===== config.mk =====
export PLATFORM = sky130hd
export DESIGN_NAME = twmsp_top
export DESIGN_NICKNAME = d
export VERILOG_FILES = /design/src/twmsp_pkg.sv /design/src/twmsp_fifo.sv /design/src/twmsp_top.sv
export SDC_FILE = /design/constraint.sdc
export NUM_CORES = 1
export LEC_CHECK = 0
export BUFFER_PORTS_ARGS = -buffer_cell sky130_fd_sc_hd__buf_2
export CORE_ASPECT_RATIO = 1.4
export CORE_MARGIN = 2
export CORE_UTILIZATION = 45
export DETAILED_ROUTE_END_ITERATION = 12
export PLACE_DENSITY = 0.59
export SETUP_SLACK_MARGIN = 0.15
export SYNTH_ARGS = -nofsm -noshare
export SYNTH_HDL_FRONTEND = slang
export SYNTH_SLANG_ARGS = --single-unit

===== constraint.sdc =====
create_clock -name ref_clk -period 3.86 [get_ports ref_clk]
set_input_delay 1.158 -clock ref_clk [delete_from_list [all_inputs] [get_ports ref_clk]]
set_output_delay 1.158 -clock ref_clk [all_outputs]
set_load 0.01 [all_outputs]

===== src/twmsp_pkg.sv =====
package twmsp_pkg;

  // Bus timing at the reference clock
  localparam int unsigned REF_CLK_MHZ = 125;
  localparam int unsigned SCL_HALF_NS = 500;
  localparam int unsigned SCL_HALF_CYC = (SCL_HALF_NS * REF_CLK_MHZ + 999) / 1000;
  localparam logic [6:0] SCL_HALF_LD = 7'(SCL_HALF_CYC);
  localparam logic [6:0] SDA_SET_PT = 7'(SCL_HALF_CYC / 2);

  // Bit positions within a byte slot
  localparam logic [3:0] BIT_LAST = 4'h7;
  localparam logic [3:0] BIT_ACK = 4'h8;
  localparam logic [3:0] BIT_DONE = 4'h9;

  // Receive buffer shape
  localparam int unsigned FIFO_WIDTH = 8;
  localparam int unsigned FIFO_DEPTH = 16;

  // Master command codes
  typedef enum logic [1:0] {OP_START, OP_WRITE, OP_READ, OP_STOP} twmsp_op_t;

  typedef struct packed {
    twmsp_op_t op;
    logic [7:0] data;
    logic nack;
  } twmsp_cmd_t;

  typedef struct packed {
    logic slave_en;
    logic master_en;
    logic irq_en;
    logic [6:0] own_addr;
  } twmsp_cfg_t;

  typedef struct packed {
    logic start_seen;
    logic stop_seen;
    logic addr_hit;
    logic byte_done;
    logic nack_seen;
    logic arb_lost;
    logic cmd_err;
  } twmsp_evt_t;

  typedef struct packed {
    logic bus_busy;
    logic master_own;
    logic slave_sel;
    logic slave_read;
  } twmsp_stat_t;

endpackage


===== src/twmsp_fifo.sv =====
`timescale 1ns/1ps
module twmsp_fifo #(
  parameter int unsigned WIDTH = twmsp_pkg::FIFO_WIDTH,
  parameter int unsigned DEPTH = twmsp_pkg::FIFO_DEPTH
) (
  // Clock and reset
  input wire logic clk,
  input wire logic rst_n,
  // Fill side
  input wire logic in_valid,
  input wire logic [WIDTH-1:0] in_data,
  output logic in_ready,
  // Drain side
  output logic out_valid,
  output logic [WIDTH-1:0] out_data,
  input wire logic out_ready
);
  localparam int unsigned AW = $clog2(DEPTH);
  localparam logic [AW:0] FULL_CNT = (AW + 1)'(DEPTH);

  logic [WIDTH-1:0] mem_r [DEPTH];
  logic [AW-1:0] wr_ptr_r;
  logic [AW-1:0] rd_ptr_r;
  logic [AW:0] count_r;
  logic [AW:0] count_nxt;
  logic push;
  logic pop;

  // Flags are registered so both sides see clean levels
  assign push = in_valid && in_ready;
  assign pop = out_valid && out_ready;
  assign out_data = mem_r[rd_ptr_r];

  always_comb begin
    count_nxt = count_r;
    if (push && !pop) count_nxt = count_r + (AW + 1)'(1);
    else if (pop && !push) count_nxt = count_r - (AW + 1)'(1);
  end

  // Pointers and flags
  always_ff @(posedge clk or negedge rst_n) begin
    if (!rst_n) begin
      wr_ptr_r <= '0;
      rd_ptr_r <= '0;
      count_r <= '0;
      in_ready <= 1'b0;
      out_valid <= 1'b0;
    end else begin
      if (push) wr_ptr_r <= (wr_ptr_r == AW'(DEPTH - 1)) ? '0 : wr_ptr_r + AW'(1);
      if (pop) rd_ptr_r <= (rd_ptr_r == AW'(DEPTH - 1)) ? '0 : rd_ptr_r + AW'(1);
      count_r <= count_nxt;
      in_ready <= (count_nxt != FULL_CNT);
      out_valid <= (count_nxt != '0);
    end
  end

  // Storage, no reset needed
  always_ff @(posedge clk) begin
    if (push) mem_r[wr_ptr_r] <= in_data;
  end

endmodule // twmsp_fifo


===== src/twmsp_top.sv =====
`timescale 1ns/1ps
module twmsp_top (
  // Clock and reset
  input wire logic ref_clk,
  input wire logic reset_n,
  // Configuration
  input wire twmsp_pkg::twmsp_cfg_t cfg,
  // Bus pins, open drain
  input wire logic scl_i,
  output logic scl_o,
  output logic scl_oe,
  input wire logic sda_i,
  output logic sda_o,
  output logic sda_oe,
  // Master commands
  input wire logic cmd_valid,
  input wire twmsp_pkg::twmsp_cmd_t cmd,
  output logic cmd_ready,
  // Slave transmit bytes
  input wire logic tx_valid,
  input wire logic [7:0] tx_data,
  output logic tx_ready,
  // Received bytes
  output logic rx_valid,
  output logic [7:0] rx_data,
  input wire logic rx_ready,
  // Events and status
  output twmsp_pkg::twmsp_evt_t evt,
  output twmsp_pkg::twmsp_stat_t stat,
  output logic irq,
  output logic wake
);
  typedef enum logic [2:0] {SL_IDLE, SL_ADDR, SL_RX, SL_TX, SL_TXWAIT, SL_SKIP} twmsp_sl_t;
  typedef enum logic [3:0] {
    M_IDLE, M_HOLD, M_RS1, M_START1, M_START2, M_BIT_LO, M_BIT_HI, M_STOP1, M_STOP2, M_STOP3
  } twmsp_ms_t;

  logic rst_meta_r, rst_n_r;
  logic scl_meta_r, scl_s_r, scl_d_r, sda_meta_r, sda_s_r, sda_d_r;
  logic busy_r;
  twmsp_sl_t s_state_r;
  logic [3:0] s_cnt_r;
  logic [7:0] s_sh_r, s_tx_r;
  logic s_sda_low_r, s_sel_r, s_read_r, s_nack_r, s_hold_r;
  twmsp_ms_t m_state_r;
  logic [6:0] m_tmr_r;
  logic [3:0] m_cnt_r;
  logic [7:0] m_sh_r, m_rx_r;
  logic m_tx_r, m_nack_r, m_bit_r, m_last_r, m_own_r, m_scl_low_r, m_sda_low_r, m_hi_seen_r;
  logic m_ack_r, cmd_ready_r, tx_ready_r, push_r, fifo_in_ready;
  logic [7:0] push_data_r;
  twmsp_pkg::twmsp_evt_t evt_nxt, evt_r;
  twmsp_pkg::twmsp_stat_t stat_r;
  logic irq_r, wake_r, scl_oe_r, sda_oe_r;

  // Reset release through two flops
  always_ff @(posedge ref_clk or negedge reset_n) begin
    if (!reset_n) begin
      rst_meta_r <= 1'b0;
      rst_n_r <= 1'b0;
    end else begin
      rst_meta_r <= 1'b1;
      rst_n_r <= rst_meta_r;
    end
  end

  // Pin synchronisers; idle bus reads high
  always_ff @(posedge ref_clk or negedge rst_n_r) begin
    if (!rst_n_r) begin
      {scl_meta_r, scl_s_r, scl_d_r} <= 3'h7;
      {sda_meta_r, sda_s_r, sda_d_r} <= 3'h7;
    end else begin
      scl_meta_r <= scl_i;
      scl_s_r <= scl_meta_r;
      scl_d_r <= scl_s_r;
      sda_meta_r <= sda_i;
      sda_s_r <= sda_meta_r;
      sda_d_r <= sda_s_r;
    end
  end

  // Framing detection on the synchronised copies
  wire scl_rise = scl_s_r && !scl_d_r;
  wire scl_fall = scl_d_r && !scl_s_r;
  wire start_det = scl_s_r && scl_d_r && sda_d_r && !sda_s_r;
  wire stop_det = scl_s_r && scl_d_r && !sda_d_r && sda_s_r;
  wire [7:0] s_byte_w = {s_sh_r[6:0], sda_s_r};
  wire s_hit_w = (s_state_r == SL_ADDR) && scl_rise && (s_cnt_r == twmsp_pkg::BIT_LAST)
    && cfg.slave_en && !m_own_r && (s_byte_w[7:1] == cfg.own_addr);
  wire s_push_w = (s_state_r == SL_RX) && scl_rise && (s_cnt_r == twmsp_pkg::BIT_LAST);
  wire s_done_w = ((s_state_r == SL_RX) || (s_state_r == SL_TX)) && scl_rise
    && (s_cnt_r == twmsp_pkg::BIT_ACK);
  wire tx_take = tx_ready_r && tx_valid;

  // Bus busy between start and stop
  always_ff @(posedge ref_clk or negedge rst_n_r) begin
    if (!rst_n_r) busy_r <= 1'b0;
    else if (start_det) busy_r <= 1'b1;
    else if (stop_det) busy_r <= 1'b0;
  end

  // Slave engine, paced by edges seen on the bus
  always_ff @(posedge ref_clk or negedge rst_n_r) begin
    if (!rst_n_r) begin
      s_state_r <= SL_IDLE;
      s_cnt_r <= 4'h0;
      s_sh_r <= 8'h00;
      s_tx_r <= 8'h00;
      s_sda_low_r <= 1'b0;
      s_sel_r <= 1'b0;
      s_read_r <= 1'b0;
      s_nack_r <= 1'b0;
    end else if (stop_det) begin
      s_state_r <= SL_IDLE;
      s_sda_low_r <= 1'b0;
      s_sel_r <= 1'b0;
    end else if (start_det) begin
      s_state_r <= SL_ADDR;
      s_cnt_r <= 4'h0;
      s_sda_low_r <= 1'b0;
      s_sel_r <= 1'b0;
      s_read_r <= 1'b0;
    end else begin
      unique case (s_state_r)
        SL_IDLE, SL_SKIP: begin
        end
        SL_TXWAIT: begin
          if (tx_take) begin
            s_tx_r <= tx_data;
            s_sda_low_r <= ~tx_data[7];
            s_cnt_r <= 4'h0;
            s_state_r <= SL_TX;
          end
        end
        SL_ADDR, SL_RX, SL_TX: begin
          if (scl_rise) begin
            if (s_cnt_r < twmsp_pkg::BIT_ACK) s_sh_r <= s_byte_w;
            if (s_cnt_r == twmsp_pkg::BIT_ACK) s_nack_r <= sda_s_r;
            if (s_cnt_r != twmsp_pkg::BIT_DONE) s_cnt_r <= s_cnt_r + 4'h1;
            if ((s_state_r == SL_ADDR) && (s_cnt_r == twmsp_pkg::BIT_LAST)) begin
              // Ten-bit headers are matched like any seven-bit value
              if (s_hit_w) begin
                s_sel_r <= 1'b1;
                s_read_r <= s_byte_w[0];
              end else begin
                s_state_r <= SL_SKIP;
              end
            end
          end else if (scl_fall) begin
            if (s_cnt_r == twmsp_pkg::BIT_ACK) begin
              s_sda_low_r <= (s_state_r != SL_TX);
            end else if (s_cnt_r == twmsp_pkg::BIT_DONE) begin
              s_sda_low_r <= 1'b0;
              s_cnt_r <= 4'h0;
              if (s_state_r == SL_ADDR) s_state_r <= s_read_r ? SL_TXWAIT : SL_RX;
              else if (s_state_r == SL_TX) s_state_r <= s_nack_r ? SL_SKIP : SL_TXWAIT;
            end else if ((s_state_r == SL_TX) && (s_cnt_r != 4'h0)) begin
              s_sda_low_r <= ~s_tx_r[3'(twmsp_pkg::BIT_LAST - s_cnt_r)];
            end
          end
        end
        default: s_state_r <= SL_IDLE;
      endcase
    end
  end

  // Slave clock stretch while waiting for data or buffer room
  always_ff @(posedge ref_clk or negedge rst_n_r) begin
    if (!rst_n_r) begin
      s_hold_r <= 1'b0;
      tx_ready_r <= 1'b0;
    end else begin
      // Hold through the load cycle so data settles before the clock is freed
      s_hold_r <= (s_state_r == SL_TXWAIT) ||
        (push_r && (s_state_r == SL_RX) && (s_cnt_r == twmsp_pkg::BIT_ACK) && !scl_s_r);
      tx_ready_r <= (s_state_r == SL_TXWAIT) && !tx_take && !start_det && !stop_det;
    end
  end

  // Master strobes
  wire take_w = cmd_valid && cmd_ready_r;
  wire m_hi_end_w = (m_state_r == M_BIT_HI) &&
    ((scl_s_r && (m_tmr_r == 7'h00)) || (m_hi_seen_r && !scl_s_r));
  wire m_lost_w = (m_state_r == M_BIT_HI) && m_tx_r && (m_cnt_r < twmsp_pkg::BIT_ACK)
    && scl_s_r && !m_sda_low_r && !sda_s_r;
  wire m_byte_w = m_hi_end_w && !m_lost_w && (m_cnt_r == twmsp_pkg::BIT_ACK);
  wire m_err_w = take_w && (m_state_r == M_IDLE) && (cmd.op != twmsp_pkg::OP_START);

  // Master command readiness; waits out a pending buffer write
  always_ff @(posedge ref_clk or negedge rst_n_r) begin
    if (!rst_n_r) cmd_ready_r <= 1'b0;
    else cmd_ready_r <= !take_w && !push_r && cfg.master_en &&
      ((m_state_r == M_HOLD) || ((m_state_r == M_IDLE) && !busy_r));
  end

  // Master sequencer; data changes only mid-low to avoid false framing
  always_ff @(posedge ref_clk or negedge rst_n_r) begin
    if (!rst_n_r) begin
      m_state_r <= M_IDLE;
      m_tmr_r <= 7'h00;
      m_cnt_r <= 4'h0;
      m_sh_r <= 8'h00;
      m_rx_r <= 8'h00;
      {m_tx_r, m_nack_r, m_bit_r, m_last_r, m_ack_r, m_hi_seen_r} <= 6'h00;
      {m_own_r, m_scl_low_r, m_sda_low_r} <= 3'h0;
    end else begin
      unique case (m_state_r)
        M_IDLE: begin
          if (take_w && (cmd.op == twmsp_pkg::OP_START)) begin
            m_sda_low_r <= 1'b1;
            m_own_r <= 1'b1;
            m_tmr_r <= twmsp_pkg::SCL_HALF_LD;
            m_state_r <= M_START2;
          end
        end
        M_HOLD: begin
          if (take_w) begin
            m_tmr_r <= twmsp_pkg::SCL_HALF_LD;
            m_cnt_r <= 4'h0;
            m_last_r <= 1'b0;
            unique case (cmd.op)
              twmsp_pkg::OP_START: begin
                m_sda_low_r <= 1'b0;
                m_state_r <= M_RS1;
              end
              twmsp_pkg::OP_WRITE: begin
                m_sh_r <= cmd.data;
                m_bit_r <= ~cmd.data[7];
                m_tx_r <= 1'b1;
                m_state_r <= M_BIT_LO;
              end
              twmsp_pkg::OP_READ: begin
                m_bit_r <= 1'b0;
                m_tx_r <= 1'b0;
                m_nack_r <= cmd.nack;
                m_state_r <= M_BIT_LO;
              end
              twmsp_pkg::OP_STOP: begin
                m_sda_low_r <= 1'b1;
                m_state_r <= M_STOP1;
              end
            endcase
          end
        end
        M_RS1, M_START2, M_STOP1, M_STOP3, M_BIT_LO: begin
          m_tmr_r <= m_tmr_r - 7'h01;
          if ((m_state_r == M_BIT_LO) && (m_tmr_r == twmsp_pkg::SDA_SET_PT)) m_sda_low_r <= m_bit_r;
          if (m_tmr_r == 7'h00) begin
            m_tmr_r <= twmsp_pkg::SCL_HALF_LD;
            m_hi_seen_r <= 1'b0;
            unique case (m_state_r)
              M_RS1: m_state_r <= M_START1;
              M_START2: m_state_r <= M_HOLD;
              M_STOP1: m_state_r <= M_STOP2;
              M_STOP3: m_state_r <= M_IDLE;
              default: m_state_r <= m_last_r ? M_HOLD : M_BIT_HI;
            endcase
            m_scl_low_r <= (m_state_r == M_START2) || ((m_state_r == M_BIT_LO) && m_last_r);
            if (m_state_r == M_STOP3) m_own_r <= 1'b0;
          end
        end
        M_START1, M_STOP2: begin
          // High phase counts only while the wire is really high
          if (scl_s_r) m_tmr_r <= m_tmr_r - 7'h01;
          if (scl_s_r && (m_tmr_r == 7'h00)) begin
            m_tmr_r <= twmsp_pkg::SCL_HALF_LD;
            m_sda_low_r <= (m_state_r == M_START1);
            m_state_r <= (m_state_r == M_START1) ? M_START2 : M_STOP3;
          end
        end
        M_BIT_HI: begin
          if (m_lost_w) begin
            {m_own_r, m_scl_low_r, m_sda_low_r} <= 3'h0;
            m_state_r <= M_IDLE;
          end else if (m_hi_end_w) begin
            m_scl_low_r <= 1'b1;
            m_tmr_r <= twmsp_pkg::SCL_HALF_LD;
            m_cnt_r <= m_cnt_r + 4'h1;
            m_state_r <= M_BIT_LO;
            if (m_cnt_r < twmsp_pkg::BIT_ACK) m_rx_r <= {m_rx_r[6:0], sda_s_r};
            else m_ack_r <= !sda_s_r;
            if (m_cnt_r < 4'h7) begin
              m_sh_r <= {m_sh_r[6:0], 1'b0};
              m_bit_r <= m_tx_r && !m_sh_r[6];
            end else if (m_cnt_r == twmsp_pkg::BIT_LAST) begin
              m_bit_r <= !m_tx_r && !m_nack_r;
            end else begin
              m_bit_r <= 1'b0;
              m_last_r <= 1'b1;
            end
          end else if (scl_s_r) begin
            m_hi_seen_r <= 1'b1;
            if (m_tmr_r != 7'h00) m_tmr_r <= m_tmr_r - 7'h01;
          end
        end
        default: m_state_r <= M_IDLE;
      endcase
    end
  end

  // One write port into the buffer, held until accepted
  always_ff @(posedge ref_clk or negedge rst_n_r) begin
    if (!rst_n_r) begin
      push_r <= 1'b0;
      push_data_r <= 8'h00;
    end else if (s_push_w) begin
      push_r <= 1'b1;
      push_data_r <= s_byte_w;
    end else if (m_byte_w && !m_tx_r) begin
      push_r <= 1'b1;
      push_data_r <= m_rx_r;
    end else if (fifo_in_ready) begin
      push_r <= 1'b0;
    end
  end

  twmsp_fifo #(
    .WIDTH(twmsp_pkg::FIFO_WIDTH),
    .DEPTH(twmsp_pkg::FIFO_DEPTH)
  ) u_rx_fifo (
    .clk(ref_clk),
    .rst_n(rst_n_r),
    .in_valid(push_r),
    .in_data(push_data_r),
    .in_ready(fifo_in_ready),
    .out_valid(rx_valid),
    .out_data(rx_data),
    .out_ready(rx_ready)
  );

  // Event collection
  always_comb begin
    evt_nxt = '0;
    evt_nxt.start_seen = start_det && cfg.slave_en;
    evt_nxt.stop_seen = stop_det && cfg.slave_en;
    evt_nxt.addr_hit = s_hit_w;
    evt_nxt.byte_done = s_done_w || m_byte_w;
    evt_nxt.nack_seen = (s_done_w && (s_state_r == SL_TX) && sda_s_r) || (m_byte_w && m_tx_r && sda_s_r);
    evt_nxt.arb_lost = m_lost_w;
    evt_nxt.cmd_err = m_err_w;
  end

  // Output flops; interrupt only when selected, else poll
  always_ff @(posedge ref_clk or negedge rst_n_r) begin
    if (!rst_n_r) begin
      evt_r <= '0;
      stat_r <= '0;
      irq_r <= 1'b0;
      wake_r <= 1'b0;
      scl_oe_r <= 1'b0;
      sda_oe_r <= 1'b0;
    end else begin
      evt_r <= evt_nxt;
      stat_r <= {busy_r, m_own_r, s_sel_r, s_read_r};
      irq_r <= cfg.irq_en && (|evt_nxt);
      wake_r <= s_hit_w;
      scl_oe_r <= m_scl_low_r || s_hold_r;
      sda_oe_r <= m_sda_low_r || s_sda_low_r;
    end
  end

  // Open drain: the pin level is only ever pulled low
  assign scl_o = 1'b0;
  assign sda_o = 1'b0;
  assign scl_oe = scl_oe_r;
  assign sda_oe = sda_oe_r;
  assign cmd_ready = cmd_ready_r;
  assign tx_ready = tx_ready_r;
  assign evt = evt_r;
  assign stat = stat_r;
  assign irq = irq_r;
  assign wake = wake_r;

  // Helper: length of each master low phase
  logic [7:0] lo_cnt_r;
  always_ff @(posedge ref_clk or negedge rst_n_r) begin
    if (!rst_n_r) lo_cnt_r <= 8'h00;
    else if (!m_scl_low_r) lo_cnt_r <= 8'h00;
    else if (lo_cnt_r != 8'hFF) lo_cnt_r <= lo_cnt_r + 8'h01;
  end
endmodule // twmsp_top


==> run_results.csv, run 1 <==
group,metric,value,unit
worst_setup_path,worst-setup-path-type,"reg2out",
yosys,syn_area,0.0111,mm²
cells_and_area,nets,954,
clock_network,cts.path.max_buffers,3,
global_route,grt_pass1_wl,38900,µm
yosys,ys.flop_type,"edfxtp_1",
run_status,outcome,"finished clean",
flow_run,max_cap_viol_count,0,
global_route,antenna_found_initial,0,
worst_setup_path,cp.arrival,2420,ps
cells_and_area,multiInputGateArea,0.00414,mm²
pwr,comb_power_share,0.258,
clock_network,cts_setup_buffers,0,
pwr,p_leak,0.00497,µW
yosys,yosysTopAreaCellShare,0.345,
floorplanning,die_w,137,µm
floorplanning,initial_core_util,0.454,
timing,rsz0062_at_grt,"no",
detailed_routing,dr_total_vias,6974,
worst_setup_path,path_buf_inv,2,
clock_network,cts.sinks,242,
timing,post-route-period-util,0.927,
cells_and_area,area.sequential,0.00671,mm²
global_route,overflow,0,
worst_setup_path,path_delay_family,"multiplexers",
worst_setup_path,slowest_stage,"mux4_2",
detailed_routing,detail_route.wl_per_cell,20.1,µm
timing,hold_ws,351,ps
timing,fin_setup_tns,0,ps
pwr,intPower,5390,µW
worst_setup_path,critPathMaxStageDelay,500,ps
cells_and_area,drive_above_1_share,0.227,
floorplanning,std_cell_rows,68,
timing,maxSlewHeadroom,0.335,
timing,min_period,3580,ps
cells_and_area,post-route-util,0.516,
detailed_routing,viasPerCell,5.68,
pwr,pwr-share-clk,0.315,
yosys,synth_cell_type_count,81,
worst_setup_path,ff2ff_setup_slack,1210,ps
detailed_routing,drt.antenna.violating_nets,0,
clock_network,cts.reportedPaths.clkPinSlew,60,ps
clock_network,htreeDepth,1,
floorplanning,dieArea,0.0260,mm²
clock_network,cts_buffers,24,
yosys,synth_edf_count,128,
worst_setup_path,endpoint_kind,"primary output",
clock_network,ctsRootBufferMaster,"clkbuf_16",
yosys,synth.largest_area_cell,"edfxtp_1",
detailed_routing,drcViolationCount,0,
cells_and_area,fillers,2124,
timing,skew,8.82,ps
worst_setup_path,required,2700,ps
global_route,grt_start_max_net_pins,61,
pwr,power.share.switching,0.311,
floorplanning,io_pins,64,
pwr,p_sw,2430,µW
yosys,ys_ff_latch,242,
floorplanning,die_h,190,µm
yosys,synth.area.top_cells,"edfxtp_1 35%, dfrtp_1 24%, mux4_2 6.9%",
detailed_routing,dr.pass1.iters,5,
yosys,syn-mean-instance-area,13.2,µm²
timing,setup_viol,0,
timing,report.final.slew_viol_count,0,
detailed_routing,drt_wl_total,24700,µm
pwr,pwr-share-seq,0.427,
yosys,syn_inst,840,
worst_setup_path,cp_max_fo,19,
min_path,hold_path.class,"reg2reg",
placed_design,io_buffers,61,
global_route,grtUsageTotal,0.192,
pwr,power_density,619,mW/mm²
clock_network,cts_tree,"done",
worst_setup_path,worst_setup_path_start_kind,"flop",
clock_network,clk_latency,510,ps
worst_setup_path,path_cells,"buf_12 > mux4_2 > nor2b_1 > a211oi_2 > a21oi_1 > buf_2",
floorplanning,core,0.0245,mm²
placed_design,post-dp-hpwl,16900,µm
detailed_routing,drtIter0Drc,359,
cells_and_area,syn2layout_area_growth,13.5,%
timing,finalHoldViolations,0,
timing,clock.fmax,280,MHz
yosys,yosysSeqAreaShare,0.603,
global_route,grt_pass1_vias,7220,
yosys,async_flop_share,0.471,
timing,worstMarginPinSlew,993,ps
pwr,ir_worst_vdd,434,µV
pwr,finalPower,7820,µW
placed_design,gp_congestion,0.823,
cells_and_area,num_antenna_cells,0,
yosys,synth-warning-count,0,
-- layout by cell type (no fill, tap or decap), types with 20 or more instances in the layout --
| cell | netlist | routed |
|---|---|---|
| clkbuf_16 | 0 | 26 |
| mux2_2 | 29 | 29 |
| buf_2 | 12 | 61 |
| nor2_1 | 54 | 54 |
| mux2i_1 | 20 | 20 |
| inv_1 | 29 | 29 |
| edfxtp_1 | 128 | 128 |
| a21oi_1 | 47 | 47 |
| dfrtp_1 | 108 | 106 |
| ha_1 | 23 | 23 |
| o21ai_0 | 27 | 27 |
| mux4_2 | 34 | 34 |
| nand2_1 | 50 | 50 |
-- per-stage QoR --
step                      std cells  cell area (µm²)  worst slack [ps]
after floorplan                 841            11100               459
after global placement         1183            11700               673
after detailed placement       1183            11700               668
after CTS                      1227            12600               168
after global routing           1228            12600               151
final                          1228            12600               283
-- layout make-up --
class                   instances  area share
flip-flops and latches        242       0.531
repair buffers                 74      0.0343
well taps                     315      0.0312
clock inverters                15      0.0148
inverters                      30     0.00891
clock buffers                  29      0.0523
multi-input cells             523       0.327
-- Yosys cell counts, types with 4 or more instances --
cell type	instances
nand2b_1	8
nor2_1	54
ha_1	23
mux2i_1	20
nand2_1	50
a31oi_1	12
a211oi_1	11
or2_2	5
and3_1	6
a21o_1	6
nand4_1	11
edfxtp_1	128
nor4_1	5
buf_1	4
and2_1	9
dfstp_2	6
buf_2	12
nor3b_1	7
nor3_1	14
o21ai_0	27
o32a_1	8
a21oi_1	47
nor2b_1	15
buf_4	4
xnor2_1	5
dfrtp_1	108
clkbuf_1	26
xor2_1	9
mux4_2	34
mux2_2	29
o211ai_1	5
inv_1	29
nor4b_1	4
o21a_1	8
o22ai_1	4
nand3_1	13
-- layer usage --
metal	track usage	routed length, µm	vias up
met5	0	0	-
met4	0.0595	662	0
met2	0.349	13200	146
met1	0.233	9950	3497
met3	0.0290	950	43
li1	-	-	3288
-- logic make-up after synthesis --
family,synth area share
other cells,0.000675
xor+xnor,0.0110
mux,0.116
buf+inv,0.0283
simple gates,0.111
fa+ha+maj,0.0268
flops,0.603
compound gates,0.104
-- power groups by stage --
stage	combinational, µW	clock [µW]	sequential, µW
4_1_cts	2000	2530	3330
6_report	2010	2460	3340
2_1_floorplan	1630	0	3190
5_1_grt	2230	2620	3390
3_3_place_gp	1970	0	3370
3_5_place_dp	1990	0	3370
-- state kept, by name (all words and copies together) (netlist names), 5 cells and up --
register           cells
m_rx_r                 8
evt                    6
u_rx_fifo.count_r      5
m_sh_r                 7
s_sh_r                 7
u_rx_fifo.mem_r      128
m_tmr_r                7
push_data_r            8
s_tx_r                 8
-- path summary, 6_finish.rpt --
| path | start | end | cells after the start |
|---|---|---|---|
| worst max-delay path | u_rx_fifo.rd_ptr_r[0] | rx_data[1] | 6 |
| worst min-delay path | rst_meta_r | rst_n_r | 0 |
| worst max register to register | m_state_r[3] | push_data_r[4] | 6 |
| worst min register to register | rst_meta_r | rst_n_r | 0 |
| max in group asynchronous | rst_n_r | m_sda_low_r | 1 |
| min in group asynchronous | rst_n_r | u_rx_fifo.rd_ptr_r[3] | 0 |
-- repair_timing --
| action | CTS | global route |
|---|---|---|
| gates cloned | 0 | 1 |
| hold buffers | 0 | 0 |
| resized for setup | 1 | 2 |
| setup endpoints to repair | 1 | 3 |
(Power assumes the default switching activity.)
==> run 2: changes to the inputs <==
--- a/config.mk
+++ b/config.mk
@@ -6,11 +6,15 @@
 export NUM_CORES = 1
 export LEC_CHECK = 0
 export BUFFER_PORTS_ARGS = -buffer_cell sky130_fd_sc_hd__buf_2
+export CELL_PAD_IN_SITES_DETAIL_PLACEMENT = 1
+export CELL_PAD_IN_SITES_GLOBAL_PLACEMENT = 2
 export CORE_ASPECT_RATIO = 1.4
 export CORE_MARGIN = 2
-export CORE_UTILIZATION = 45
+export CORE_UTILIZATION = 43
 export DETAILED_ROUTE_END_ITERATION = 12
-export PLACE_DENSITY = 0.59
+export GPL_ROUTABILITY_DRIVEN = 0
+export PLACE_DENSITY = 0.76
+export REMOVE_ABC_BUFFERS = 1
 export SETUP_SLACK_MARGIN = 0.15
 export SYNTH_ARGS = -nofsm -noshare
 export SYNTH_HDL_FRONTEND = slang
==> run_results.csv, run 2 (same netlist as run 1, synthesis figures left out) <==
group,metric,value,unit
run_status,outcome,"finished clean",
detailed_routing,detail_route.wl_per_cell,22.6,µm
cells_and_area,finalNonFillerCells,1247,
detailed_routing,dr.pass1.iters,5,
timing,report.final.slew_viol_count,0,
floorplanning,dieArea,0.0272,mm²
global_route,grtUsageTotal,0.209,
timing,post-route-period-util,0.928,
detailed_routing,drt.antenna.violating_nets,0,
timing,min_period,3580,ps
floorplanning,io_pins,64,
timing,finalHoldViolations,0,
detailed_routing,drtIter0Drc,346,
timing,clock.fmax,279,MHz
floorplanning,die_h,194,µm
placed_design,place_inst,1194,
clock_network,cts.sinks,242,
detailed_routing,dr_total_vias,7262,
global_route,grt_start_max_net_pins,44,
global_route,overflow,0,
detailed_routing,drcViolationCount,0,
cells_and_area,drive_above_1_share,0.236,
worst_setup_path,worst-setup-path-type,"reg2out",
placed_design,dpl_cell_area,0.0118,mm²
worst_setup_path,worst_setup_path_start_kind,"flop",
placed_design,post-dp-hpwl,20000,µm
floorplanning,die_w,140,µm
detailed_routing,drt_wl_total,28200,µm
placed_design,io_buffers,61,
flow_run,max_cap_viol_count,0,
clock_network,cts.reportedPaths.clkPinSlew,60,ps
cells_and_area,multiInputGateArea,0.00412,mm²
worst_setup_path,endpoint_kind,"primary output",
cells_and_area,mostFrequentLayoutCell,"edfxtp_1",
floorplanning,core,0.0254,mm²
cells_and_area,syn2layout_area_growth,14.4,%
timing,worstMarginPinSlew,1030,ps
pwr,power_density,631,mW/mm²
global_route,grt_pass1_wl,45100,µm
timing,maxSlewHeadroom,0.313,
cells_and_area,area.sequential,0.00671,mm²
global_route,antenna_found_initial,0,
floorplanning,std_cell_rows,69,
cells_and_area,num_antenna_cells,0,
timing,rsz0062_at_grt,"no",
cells_and_area,layout_common_cells,"128 x edfxtp_1, 105 x dfrtp_1, 61 x buf_2, 54 x nor2_1, 50 x nand2_1",
clock_network,cts.path.max_buffers,3,
worst_setup_path,cp_max_fo,11,
clock_network,htreeDepth,1,
timing,fin_setup_tns,0,ps
worst_setup_path,required,2700,ps
clock_network,clk_latency,520,ps
timing,setup_ws,278,ps
floorplanning,initial_core_util,0.438,
timing,skew,15.8,ps
clock_network,cts_tree,"done",
timing,setup_viol,0,
global_route,grt_pass1_vias,8026,
cells_and_area,nets,969,
pwr,ir_worst_vdd,416,µV
clock_network,ctsRootBufferMaster,"clkbuf_16",
pwr,p_leak,0.00505,µW
cells_and_area,top_register,"u_rx_fifo.mem_r",
min_path,hold_path.class,"reg2async",
detailed_routing,viasPerCell,5.82,
cells_and_area,fin_area,0.0127,mm²
cells_and_area,largest_reg_flops,128,
worst_setup_path,cp.arrival,2420,ps
cells_and_area,fillers,2608,
clock_network,cts_buffers,25,
placed_design,pre_cts_slack,373,ps
timing,hold_ws,341,ps
run 2: changes by cell type in the layout (fill, tap and decap cells not counted), sizes merged:
cell      before  now
buf           73   88
bufinv         4    5
clkinvlp       4    2
inv           29   31
clkbuf        30   28
clkinv         8    9
run 2: critical path, cell delays in order (launching register included):
cell      delay (ps)
dfrtp_4          540
buf_4            180
mux4_2           500
a211oi_1         350
a21oi_1          120
buf_2            200
run 2: final timing paths:
path | startpoint | to | slack, ps | cells after the start
max | u_rx_fifo.rd_ptr_r[0] | rx_data[1] | 280 | 5
min | rst_n_r | s_sh_r[4] | 340 | 0
max reg2reg | m_state_r[3] | m_state_r[3] | 1240 | 6
min reg2reg | rst_n_r | s_sh_r[4] | 340 | 0
max in group asynchronous | rst_n_r | sda_s_r | 2570 | 1
min in group ref_clk | rst_meta_r | rst_n_r | 350 | 0
run 2: metal layers:
metal,GRT usage,share of wire
met1,0.250,0.40
met2,0.391,0.55
met3,0.0273,0.031
met4,0.0574,0.025
met5,0,0
run 2: cell type report:
class | instances | area share
clock inverters | 17 | 0.0180
flip-flops and latches | 242 | 0.527
clock buffers | 28 | 0.0508
inverters | 30 | 0.00884
repair buffers | 88 | 0.0405
multi-input cells | 523 | 0.323
well taps | 319 | 0.0313
run 2: power breakdown:
group	switching, µW	total, µW	internal, µW
sequential	406	3370	2960
combinational	1120	2100	980
clock	1010	2560	1550
run 2: timing repair:
action	CTS	global route
setup endpoints to repair	8	2
resized for setup	1	1
hold buffers	0	0
setup buffers	5	3
run 2: through the flow:
| step | power, µW | utilization |
|---|---|---|
| floorplan | 4730 | - |
| global placement | 5330 | 0.464 |
| detailed placement | 5450 | 0.464 |
| CTS | 8090 | 0.501 |
| global route | 8450 | 0.502 |
| finish | 8040 | 0.502 |
